===== src/pkg/pmic_status_regs.vh =====
// Register offsets, bit positions, reset values and timing counts for the
// status and rail fault-flag register bank. Definitions only.
// Behaviour
// - Status bit 7 follows input-at-monitor level, rising about 10 us late.
// - Status bit 6 follows input-at-warning level, rising about 10 us late.
// - Status bit 5 follows input power-ok-high, rising about 10 us late.
// - Status bit 4 follows input overvoltage, rising about 10 us late.
// - Status bit 3 shows thermal warning comparator live, never latched.
// - Status bit 2 shows thermal shutdown comparator live, never latched.
// - Status bit 1 is 1 with power good, 0 when power bad.
// - Status register at 0x00 is read-only, resets to 0, ignores writes.
// - Undervoltage flags at 0x01: bucks 1-4 in bits 7-4, regulators in 3-2.
// - Overvoltage flags at 0x02 use the same bit order as undervoltage.
// - Undervoltage flag sets on an event and holds until cleared.
// - Overvoltage flag sets on an event and holds until cleared.
// - Reading a flag returns it, then clears it to 0 unless its event is still present.
// - Flag bits 1 and 0 are reserved, reset and read as 0.
// - Registers reached over the register port; invalid during supply lockout.
`ifndef PMIC_STATUS_REGS_VH
`define PMIC_STATUS_REGS_VH

// Register offsets
`define OFS_INPUT_THERMAL_LIVE_STATUS 8'h00
`define OFS_RAIL_UNDERVOLTAGE_FLAGS   8'h01
`define OFS_RAIL_OVERVOLTAGE_FLAGS    8'h02

// Reset values
`define RST_INPUT_THERMAL_LIVE_STATUS 8'h00
`define RST_RAIL_UNDERVOLTAGE_FLAGS   8'h00
`define RST_RAIL_OVERVOLTAGE_FLAGS    8'h00

// Status register bit positions
`define BIT_INPUT_MONITOR_OK      7
`define BIT_INPUT_WARNING_OK      6
`define BIT_INPUT_POK_HIGH        5
`define BIT_INPUT_OVERVOLTAGE     4
`define BIT_THERMAL_WARNING       3
`define BIT_THERMAL_SHUTDOWN_LVL  2
`define BIT_POWER_GOOD_STATE      1
`define BIT_FAULT_PRESENT         0

// Rail flag field: six rails in bits 7..2, bits 1..0 reserved
`define RAIL_COUNT     6
`define RAIL_FIELD_LSB 2

// Timing
`define CLK_PERIOD_PS    8000
`define INPUT_RISE_DLY_PS 10000000
`define INPUT_RISE_CYCLES \
  ((`INPUT_RISE_DLY_PS + `CLK_PERIOD_PS - 1) / `CLK_PERIOD_PS)

`endif


===== src/hdl/level_qualifier.v =====
// Synchronises one comparator level and, when asked, delays its rising
// edge by a fixed count of clock cycles; falling edges pass at once.
// Assumes the input is asynchronous to clk.
`timescale 1ns/1ps
`default_nettype none
module level_qualifier #(
  parameter integer DELAY_CYCLES = 0
) (
  // Clock and reset
  input  wire clk,
  input  wire arst_n,
  // Level in and qualified level out
  input  wire levelIn,
  output wire levelOut
);

  reg        syncA_reg;
  reg        syncB_reg;
  reg        out_reg;
  reg [11:0] count_reg;
  reg [11:0] count_next;
  reg        out_next;

  localparam [11:0] LAST = (DELAY_CYCLES > 0) ?
                           DELAY_CYCLES[11:0] - 12'h001 : 12'h000;

  always @(posedge clk or negedge arst_n) begin
    if (!arst_n) begin
      syncA_reg <= 1'b0;
      syncB_reg <= 1'b0;
      out_reg   <= 1'b0;
      count_reg <= 12'h000;
    end else begin
      syncA_reg <= levelIn;
      syncB_reg <= syncA_reg;
      out_reg   <= out_next;
      count_reg <= count_next;
    end
  end

  // Count while high; raise the output once the count completes
  always @* begin
    count_next = 12'h000;
    out_next   = 1'b0;
    if (syncB_reg) begin
      if (DELAY_CYCLES == 0 || out_reg) begin
        out_next = 1'b1;
      end else if (count_reg == LAST) begin
        out_next = 1'b1;
      end else begin
        count_next = count_reg + 12'h001;
      end
    end
  end

  assign levelOut = out_reg;

endmodule // level_qualifier
`default_nettype wire


===== src/hdl/pmic_status_fault_flags.v =====
// Status and rail fault-flag register bank of a multi-rail power device.
// Assumes comparator and power-good levels arrive asynchronously, and that
// register reads and writes come as one-cycle strobes on clk.
`timescale 1ns/1ps
`default_nettype none
`include "pmic_status_regs.vh"
module pmic_status_fault_flags (
  // Clock and reset
  input  wire       clk,
  input  wire       arst_n,
  // Register port
  input  wire       regRead,
  input  wire       regWrite,
  input  wire [7:0] regAddr,
  input  wire [7:0] regWrData,
  output wire [7:0] regRdData,
  output wire       regAck,
  // Input supply comparators
  input  wire       inputMonitorOk,
  input  wire       inputWarningOk,
  input  wire       inputPokHigh,
  input  wire       inputOvervoltage,
  // Die temperature comparators
  input  wire       thermalWarning,
  input  wire       thermalShutdownLevel,
  // Sequencer state and analog supply lockout
  input  wire       powerGoodState,
  input  wire       analogSupplyInput,
  // Rail events, bucks 1..4 in bits 5..2, regulators 1..2 in bits 1..0
  input  wire [5:0] railUndervolt,
  input  wire [5:0] railOvervolt,
  // Fault summary
  output wire       faultPresent
);

  localparam integer RISE_CYCLES = `INPUT_RISE_CYCLES;

  // Places a six-rail field in bits 7..2, reserved bits at 0
  function [7:0] railField;
    input [5:0] rails;
    begin
      railField = {rails, 2'b00};
    end
  endfunction

  wire       monitorQ;
  wire       warningQ;
  wire       pokHighQ;
  wire       overvoltQ;
  wire       thermWarnQ;
  wire       thermShutQ;
  wire       powerGoodQ;
  wire       supplyOkQ;
  wire [5:0] uvQ;
  wire [5:0] ovQ;

  // Input supply bits with delayed rise
  level_qualifier #(.DELAY_CYCLES(RISE_CYCLES)) uMonitor (
    .clk(clk), .arst_n(arst_n), .levelIn(inputMonitorOk),
    .levelOut(monitorQ));
  level_qualifier #(.DELAY_CYCLES(RISE_CYCLES)) uWarning (
    .clk(clk), .arst_n(arst_n), .levelIn(inputWarningOk),
    .levelOut(warningQ));
  level_qualifier #(.DELAY_CYCLES(RISE_CYCLES)) uPokHigh (
    .clk(clk), .arst_n(arst_n), .levelIn(inputPokHigh),
    .levelOut(pokHighQ));
  level_qualifier #(.DELAY_CYCLES(RISE_CYCLES)) uOvervolt (
    .clk(clk), .arst_n(arst_n), .levelIn(inputOvervoltage),
    .levelOut(overvoltQ));

  // Live levels, synchronised only
  level_qualifier #(.DELAY_CYCLES(0)) uThermWarn (
    .clk(clk), .arst_n(arst_n), .levelIn(thermalWarning),
    .levelOut(thermWarnQ));
  level_qualifier #(.DELAY_CYCLES(0)) uThermShut (
    .clk(clk), .arst_n(arst_n), .levelIn(thermalShutdownLevel),
    .levelOut(thermShutQ));
  level_qualifier #(.DELAY_CYCLES(0)) uPowerGood (
    .clk(clk), .arst_n(arst_n), .levelIn(powerGoodState),
    .levelOut(powerGoodQ));
  level_qualifier #(.DELAY_CYCLES(0)) uSupplyOk (
    .clk(clk), .arst_n(arst_n), .levelIn(analogSupplyInput),
    .levelOut(supplyOkQ));

  genvar g;
  generate
    for (g = 0; g < `RAIL_COUNT; g = g + 1) begin : gRail
      level_qualifier #(.DELAY_CYCLES(0)) uUv (
        .clk(clk), .arst_n(arst_n), .levelIn(railUndervolt[g]),
        .levelOut(uvQ[g]));
      level_qualifier #(.DELAY_CYCLES(0)) uOv (
        .clk(clk), .arst_n(arst_n), .levelIn(railOvervolt[g]),
        .levelOut(ovQ[g]));
    end
  endgenerate

  reg [7:0] status_reg;
  reg [7:0] status_next;
  reg [5:0] uvFlags_reg;
  reg [5:0] uvFlags_next;
  reg [5:0] ovFlags_reg;
  reg [5:0] ovFlags_next;
  reg [7:0] rdData_reg;
  reg [7:0] rdData_next;
  reg       ack_reg;

  wire readUv = regRead && (regAddr == `OFS_RAIL_UNDERVOLTAGE_FLAGS);
  wire readOv = regRead && (regAddr == `OFS_RAIL_OVERVOLTAGE_FLAGS);
  wire anyFault = (|uvFlags_reg) || (|ovFlags_reg) || thermShutQ;

  // Live status word; held at reset value during supply lockout
  always @* begin
    status_next = `RST_INPUT_THERMAL_LIVE_STATUS;
    if (supplyOkQ) begin
      status_next[`BIT_INPUT_MONITOR_OK]     = monitorQ;
      status_next[`BIT_INPUT_WARNING_OK]     = warningQ;
      status_next[`BIT_INPUT_POK_HIGH]       = pokHighQ;
      status_next[`BIT_INPUT_OVERVOLTAGE]    = overvoltQ;
      status_next[`BIT_THERMAL_WARNING]      = thermWarnQ;
      status_next[`BIT_THERMAL_SHUTDOWN_LVL] = thermShutQ;
      status_next[`BIT_POWER_GOOD_STATE]     = powerGoodQ;
      status_next[`BIT_FAULT_PRESENT]        = anyFault;
    end
  end

  // Sticky flags: a read clears, but an event in the same cycle wins
  always @* begin
    uvFlags_next = uvFlags_reg;
    ovFlags_next = ovFlags_reg;
    if (readUv) begin
      uvFlags_next = 6'h00;
    end
    if (readOv) begin
      ovFlags_next = 6'h00;
    end
    uvFlags_next = uvFlags_next | uvQ;
    ovFlags_next = ovFlags_next | ovQ;
    if (!supplyOkQ) begin
      uvFlags_next = 6'h00;
      ovFlags_next = 6'h00;
    end
  end

  // Read mux; writes change nothing, unmapped reads return zero
  always @* begin
    rdData_next = rdData_reg;
    if (regRead) begin
      case (regAddr)
        `OFS_INPUT_THERMAL_LIVE_STATUS: rdData_next = status_reg;
        `OFS_RAIL_UNDERVOLTAGE_FLAGS:
          rdData_next = railField(uvFlags_reg);
        `OFS_RAIL_OVERVOLTAGE_FLAGS:
          rdData_next = railField(ovFlags_reg);
        default: rdData_next = 8'h00;
      endcase
    end
  end

  always @(posedge clk or negedge arst_n) begin
    if (!arst_n) begin
      status_reg  <= `RST_INPUT_THERMAL_LIVE_STATUS;
      uvFlags_reg <= 6'h00;
      ovFlags_reg <= 6'h00;
      rdData_reg  <= 8'h00;
      ack_reg     <= 1'b0;
    end else begin
      status_reg  <= status_next;
      uvFlags_reg <= uvFlags_next;
      ovFlags_reg <= ovFlags_next;
      rdData_reg  <= rdData_next;
      ack_reg     <= regRead || regWrite;
    end
  end

  // Write data is accepted and dropped: every register here is read-only
  wire unusedWrite = ^regWrData;

  assign regRdData    = rdData_reg;
  assign regAck       = ack_reg & ~(unusedWrite & 1'b0);
  assign faultPresent = status_reg[`BIT_FAULT_PRESENT];

endmodule // pmic_status_fault_flags
`default_nettype wire


===== config.mk =====
export PLATFORM = sky130hd
export DESIGN_NAME = pmic_status_fault_flags
export DESIGN_NICKNAME = d
export VERILOG_FILES = /design/src/hdl/level_qualifier.v /design/src/hdl/pmic_status_fault_flags.v
export VERILOG_INCLUDE_DIRS = /design/src /design/src/pkg
export SDC_FILE = /design/constraint.sdc
export NUM_CORES = 1
export LEC_CHECK = 0
export ABC_AREA = 1
export BUFFER_PORTS_ARGS = -buffer_cell sky130_fd_sc_hd__buf_2
export CORE_MARGIN = 5
export CORE_UTILIZATION = 59
export CTS_CLUSTER_DIAMETER = 40
export DETAILED_ROUTE_END_ITERATION = 6
export GPL_ROUTABILITY_DRIVEN = 1
export HOLD_SLACK_MARGIN = 0.02
export PLACE_DENSITY_LB_ADDON = 0.2
export SLEW_MARGIN = 40
export SYNTH_ARGS = -nofsm -noshare
export SYNTH_HDL_FRONTEND = slang
export SYNTH_HIERARCHICAL = 1
export SYNTH_SLANG_ARGS = --single-unit

===== constraint.sdc =====
create_clock -name clk -period 1.7 [get_ports clk]
set_clock_uncertainty 0.05 [all_clocks]
set_input_delay 0.34 -clock clk [delete_from_list [all_inputs] [get_ports clk]]
set_output_delay 0.34 -clock clk [all_outputs]
set_load 0.01 [all_outputs]

==> metrics list, run 1 <==
* Outcome: complete, no violations
- Clk pwr share: between 40% and 50%
* CP Launch Type: flip-flop
* Data arrival time at the worst-slack endpoint: around 1.9 ns
- Hold depth: 3
- Area share of the largest cell type after synthesis: 59.3%
* Post-synthesis cell area: a little under 0.006 mm2
- Static leakage: 3.25 nW
- The worst pin sits at a relative slew slack of between 70 and 80%.
- Yosys mapped a number of flops with a built-in enable equal to 0.
- Of all nets on the critical path, the largest fanout is 12.
- Post-synth net total: ~630
* Setup tns final: 0 ns
- Final count of hold timing violations: 0
- Most common cell after layout, fill and taps aside: dfrtp_1
* Yosys synthesis warning count: 6
- Antenna-violating nets left: 0
- Number of diodes added for antenna fixing: 0
- In this run, distinct cell masters in the synthesized netlist total 23.
* Portion of the post-synthesis area used by sequential elements: 59.3%
* Clock insertion delay at the later pin of the skew report: approximately 0.52 ns
- After clock tree synthesis, the clock-pin slew on the worst setup and hold paths is 0.06 ns.
- Sinks on Clock Net: between 100 and 150
- I/O pin count: 50
- Across all layers, the routed design uses around 3900 vias.
- Comb pwr share: under 10%
- Once the floorplan was initialized, standard cells occupied 59.7% of the core.
- The worst register-to-register path ends at uMonitor/count_reg[11].
- Fin. max-slew vios: 0
- The design draws about 7.2 mW.
- The initial antenna violation count came to 0.
- Global-route wire length before repair: 18600 um
- Synth Area per Inst: approximately 10 um2
* Detailed-router iteration count before antenna repair: 4
- The worst register-to-register path has a setup slack of 0.18 ns.
* Switching share of power: about 22%
- The cell count after synthesis came out at roughly 580.
* Clk Tree Root Cell: clkbuf_8
* Nets@finish: 703
- Most area-hungry cell type in the Yosys netlist: dfrtp_1
- Setup violations remaining at the end of the flow were counted as 0.
- VDD sags by at most a little under 0.8 mV.
- Final GP Congestion: 0.818
- Placed instance area: 0.00614 mm2
- TritonCTS built the clock tree.
- GR Util All Layers: around 21%
- Final routed wire length divided by cell count: around 13 um
- Timing would allow up to roughly 0.66 GHz.
- Sequential Power Share: between 40% and 50%
- The critical path is of the reg -> reg type.
- The startpoint identified for the worst register-to-register timing path is uMonitor/count_reg[1].
- The routed design could run at a clock period as short as about 1.5 ns.
- Detail Placement HPWL: between 6000 and 7000 um
* Class of the tightest hold or removal check: in -> reg
* Final routed DRC violation total: 0
- Setup repair after global routing left no endpoint under its margin.
- Wires add up to 10600 um.
* Highest-count cells in the layout ignoring fill and taps: dfrtp_1, nand2_1, nor2_2, inv_1, nor2_1
- Across the run, the number of max-cap violations was 0.
- After floorplanning, the core was divided into 36 placement rows.
- From bottom edge to top edge, the die measures between 100 and 150 um.
- STA classifies the critical path endpoint as a flip-flop.
* Detail-routed via count per cell: approximately 5
- Detailed router's first-iteration violation count: around 160
- Among all flip-flop cells after synthesis, the most frequent one is dfrtp_1.
- IO buf count: 41
- For this run the aggregate overflow at the end of global routing stands at 0.
- In the final layout, the share of cells above drive strength 1 is ~27%.
- By area the synthesized netlist is led by dfrtp_1, nand2_1, nor2_2, inv_1, nand3_1.
* Terminating pin of the worst hold path: regRdData[6]
* Placeable core region: between 0.009 and 0.01 mm2
- Synthesis-to-finish area growth: 19.6%
- In this run the most critical hold path is launched from regRead.
* Die Outline Area: between 0.01 and 0.015 mm2
- The finished cells cover 0.00692 mm2.
- The synthesized design contains roughly 140 register bits.
* Share of the cycle needed by the critical path after routing: approximately nine tenths
- Number of global-route vias before repair: about 4000
- Number of levels the H-tree was split into: 4
- Maximum buffer depth of the clock tree: 2
- CP required: 2.04 ns
* CTS Buf Count: 17
* Worst R2R Path Depth: 7
* Switching power: ~1.6 mW
- Internal power comes to 5.62 mW.
* Share of async-settable or async-resettable flops after synthesis: 100%
- Worst-Margin Slew: roughly 0.41 ns
* Die X: around 110 um
* Areal power density over the cells: between 1000 and 1500 mW/mm2
- Pin count of the biggest net entering global routing: 44
-- critical path, cell delays in order, from the launching register on --
cell and delay (ns):
dfrtp_1 0.41, inv_1 0.11, ha_1 0.15, nand2_1 0.07, nor2_2 0.10, nand3_2 0.11, nand3_2 0.29, nor2_1 0.09
-- what timing repair did --
| item | CTS | global route |
|---|---|---|
| resized for setup | 0 | 0 |
| hold buffers | 22 | 0 |
| buffers inserted | 0 | 0 |
| hold endpoints to repair | 47 | 0 |
-- metrics by stage --
| stage | instances | hold WS, ns | setup slack (ns) | utilization, % |
|---|---|---|---|---|
| after floorplan | 578 | -0.00559 | 0.441 | - |
| after global placement | 747 | 0.245 | 0.257 | 63.4 |
| after detailed placement | 747 | 0.248 | 0.196 | 63.4 |
| after CTS | 799 | 0.0991 | 0.165 | 71.4 |
| after global routing | 799 | 0.123 | 0.0383 | 71.4 |
| final | 799 | 0.123 | 0.183 | 71.4 |
-- per-layer routing --
layer	vias up	routed length (um)	part of all wire [%]	track usage, %
met5	-	0	0	0
met4	0	195	1.8	8.12
met3	15	351	3.3	5.45
met2	61	5540	52	35.4
met1	1864	4560	43	24.9
li1	1953	-	-	-
-- cell usage after synthesis (all sizes together) (2+ instances only) --
| cell type | instances |
|---|---|
| a21oi | 13 |
| nand3 | 54 |
| nor3 | 2 |
| nor2 | 115 |
| nand4 | 12 |
| xor2 | 8 |
| xnor2 | 8 |
| ha | 8 |
| a21boi | 4 |
| buf | 7 |
| dfrtp | 137 |
| inv | 62 |
| a21o | 8 |
| nand2 | 137 |
-- power by group through the flow --
stage | Combinational, mW | Sequential, mW | Clock (mW)
finish | 0.331 | 3.46 | 3.45
global route | 0.378 | 3.47 | 3.70
CTS | 0.337 | 3.46 | 3.50
detailed placement | 0.296 | 3.51 | 0
global placement | 0.281 | 3.51 | 0
floorplan | 0.161 | 3.49 | 0
-- area by class of cell --
type | instances | area (um2)
Timing Repair Buffer | 66 | 488
Multi-Input combinational cell | 371 | 2050
Clock inverter | 11 | 125
Sequential cell | 137 | 3430
Inverter | 62 | 233
Fill cell | 709 | 2770
Clock buffer | 19 | 432
Tap cell | 133 | 166
-- kinds of logic after synthesis --
family	synth area share, %
AOI/OAI and AO/OA	2.68
xor gates and xnor gates	2.42
adders and majority gates	1.73
buffers and inverters	5.34
DFF	59.3
and+or+nand+nor	28.6
-- how the worst max path moves through the flow --
| stage | endpoint | cells after the start | slack, ns | startpoint |
|---|---|---|---|---|
| 3_5_place_dp | uMonitor/count_reg[11] | 7 | 0.20 | uMonitor/count_reg[1] |
| 2_1_floorplan | uMonitor/count_reg[2] | 8 | 0.44 | uMonitor/count_reg[1] |
| 6_report | uMonitor/count_reg[11] | 7 | 0.18 | uMonitor/count_reg[1] |
| 5_1_grt | uMonitor/count_reg[11] | 7 | 0.04 | uMonitor/count_reg[1] |
| 4_1_cts | uMonitor/count_reg[1] | 7 | 0.16 | uMonitor/count_reg[1] |
| 3_3_place_gp | uPokHigh/count_reg[11] | 6 | 0.26 | uPokHigh/count_reg[0] |
Power figures use the tool's default switching activity.
==> run 2: changes to the inputs <==
Settings changed: PLACE_DENSITY set to 0.75, PLACE_DENSITY_LB_ADDON 0.2 to not set.
==> run 2 against run 1 <==
  * Critical path depth did not move
  * Sequential share of layout area fell by 0.12 points
  * Setup slack improved by 0.019 ns
  * Die area did not move
  * Fmax rose by 1.3%
  * Sequential cell count did not move
  * Critical path type unchanged
  * Largest cell class unchanged
==> metrics list, run 2 (same netlist as run 1, synthesis figures left out) <==
- The run finished with clean final reports.
- GR Util All Layers: 19.3% (-1.3 points)
- Global-route wire length before repair: 17800 um (-4.3%)
* Setup tns final: 0 ns (unchanged)
* Synthesis-to-finish area growth: 19.9%
* Clock period minus worst slack: 1.50 ns (-0.0189 ns)
- The clock slew seen by the registers of the worst setup and hold paths came to 0.06 ns (about the same).
* Highest-count cells in the layout ignoring fill and taps: dfrtp_1, nand2_1, nor2_2, inv_1, nor2_1
- The area of the core came to 0.00968 mm2 (unchanged).
* Die Outline Area: 0.0119 mm2 (unchanged)
- End of the worst register-to-register path: uMonitor/count_reg[11]
- Nets@finish: 704 (+0.14%)
- In this run the worst setup path begins at uMonitor/count_reg[1].
- On the critical path the largest part of the delay comes from simple AND/OR/NAND/NOR gates.
* Post-CTS resize count: 0 (unchanged)
- Grt ovf: 0 (unchanged)
- The worst register-to-register path begins at uMonitor/count_reg[1].
- Worst setup endpoint: uMonitor/count_reg[11]
* Initial antenna violation count: 0 (unchanged)
- Detailed-route via count: 3949 (+1.4%)
- Crit Path Category: reg -> reg
- The final worst-path cycle share is 88.1% (-1.1 points).
- By instance count, the cell type seen most on the critical path is nand3_2.
* Most common cell after layout, fill and taps aside: dfrtp_1
- Final GP Congestion: 0.796 (-2.7%)
- Element type at the critical path end: flip-flop
* Worst R2R Path Depth: 7 (unchanged)
- The endpoint arrival time on the critical path was 1.83 ns (-0.02 ns).
- Register area: 0.00343 mm2 (unchanged)
- Cell Rows: 36 (unchanged)
- The CTS buffer count came to 17 (unchanged).
* Clk Tree Root Cell: clkbuf_8
- The worst-case register-to-register setup slack was 0.20 ns (+0.02 ns).
- TritonCTS built the clock tree.
- The measured slew at the worst slew-check pin is 0.442 ns (+0.0305 ns).
* Max transition margin: 70.5% (-2.0 points)
- The die extent in y was 109 um (unchanged).
* Maximum clock frequency: 0.667 GHz (+1.3%)
* Antenna-violating nets left: 0 (unchanged)
- Detail-routed via count per cell: 4.93 (+1.2%)
- Crit path cell chain: inv_1, ha_1, nand2_1, nor2_2, nand3_2, nand3_2, nor2_1
* Final count of hold timing violations: 0 (unchanged)
- Static leakage: 3.27 nW (+0.57%)
- Maximum fanout along the worst path: 12 (unchanged)
- Post-Route WL: 10100 um (-5.3%)
- Post-CTS setup-driven buffer insertion count: 0 (unchanged)
- Maximum vdd ir drop: 0.697 mV (-9.3%)
* Detailed router's first-iteration violation count: 237 (+46%)
- The largest individual stage delay along the critical path comes from the cell dfrtp_1.
- The post-detailed-route wirelength per cell is 12.6 um (-5.5%).
- The cell depth of the worst setup path is 7 (unchanged).
- Combined area of the multi-input logic cells: 0.00205 mm2 (unchanged)
- Sinks on Clock Net: 137 (unchanged)
- Final-layout worst hold slack: 0.111 ns (-0.0129 ns)
- Final Util: 71.6% (+0.17 points)
- Number of diodes added for antenna fixing: 0 (unchanged)
- The depth of the CTS H-tree is 4 (unchanged).
- Setup repair after global routing left no endpoint under its margin.
- Fin. max-slew vios: 0 (unchanged)
* Effective utilization at floorplan: 59.7% (unchanged)
- Clock insertion delay at the later pin of the skew report: 0.51 ns (about the same)
* Class of the tightest hold or removal check: in -> reg
- The final routed DRC violation total is 0 (unchanged).
- Final setup violation count: 0 (unchanged)
* Areal power density over the cells: 1050 mW/mm2 (+0.63%)
- Number of global-route vias before repair: 4061 (+1.2%)
- The buffer depth of the longest clock path came to 2 (unchanged).
- The number of detailed-route iterations in the first pass came to 4 (unchanged).
* Detail Placement HPWL: 6710 um (-0.27%)
- Pin count of the biggest net entering global routing: 41 (-6.8%)
* # fillers: 695 (-2.0%)
- Die X: 109 um (unchanged)
* Critical path buffers and inverters: 1 (unchanged)
- Critical Path Max Stage Delay: 0.40 ns (about the same)
- I/O pin count: 50 (unchanged)
- Max_cap viols: 0 (unchanged)
- CP Launch Type: flip-flop
* CP required: 2.03 ns (about the same)
* Layout cells sized above 1: 27.2% (+0.22 points)
- IO buf count: 41 (unchanged)
run 2: cell types whose count changed in the layout (fill, tap and decap cells not counted):
cell        delta
buf_12         -1
buf_4          +2
clkbuf_8       +2
clkinv_4       +1
clkinvlp_4     -2
run 2: report_power, final:
group | leakage, nW | switching [mW] | internal, mW
Clock | 0.276 | 1.32 | 2.20
Sequential | 1.75 | 0.0761 | 3.38
Combinational | 1.24 | 0.191 | 0.134
run 2: worst min path at each step:
stage	end	startpoint	slack, ns	depth (start not counted)
4_1_cts	regRdData[3]	regRead	0.08	3
3_3_place_gp	ovFlags_reg[2]	arst_n	0.26	1
5_1_grt	regRdData[2]	regRead	0.11	3
3_5_place_dp	gRail[2].uOv/levelOut	arst_n	0.27	1
2_1_floorplan	gRail[0].uOv/levelOut	arst_n	-0.006	0
6_report	regRdData[3]	regRead	0.11	3
run 2: through the flow:
step	total power [mW]	worst slack, ns	instance area (um2)	instances
final	7.30	0.202	6940	801
after floorplan	3.65	0.441	5780	578
after global placement	3.79	0.264	6140	748
after detailed placement	3.80	0.212	6140	748
after global routing	7.61	0.0737	6940	801
after CTS	7.40	0.191	6940	801
run 2: per-layer routing:
layer,GRT usage (%),vias to the layer above,part of all wire (%)
met4,6.94,0,1.1
met3,5.57,11,4.5
li1,-,1955,-
met2,32.5,84,51
met1,23.9,1899,44
met5,0,-,0
run 2: layout make-up:
class	instances	area share, %
Clock inverter	10	1.71
Inverter	62	3.36
Timing Repair Buffer	67	6.96
Tap cell	133	2.40
Sequential cell	137	49.4
Clock buffer	21	6.62
Multi-Input combinational cell	371	29.5
run 2: repair_timing:
action | CTS | global route
endpoints found under the setup margin | 0 | 0
hold buffers | 22 | 0
hold endpoints to repair | 50 | 0
run 2: worst min-delay path, stage by stage:
cell	delay (ns)
buf_2	0.17
nand2_1	0.09
nand2_1	0.04
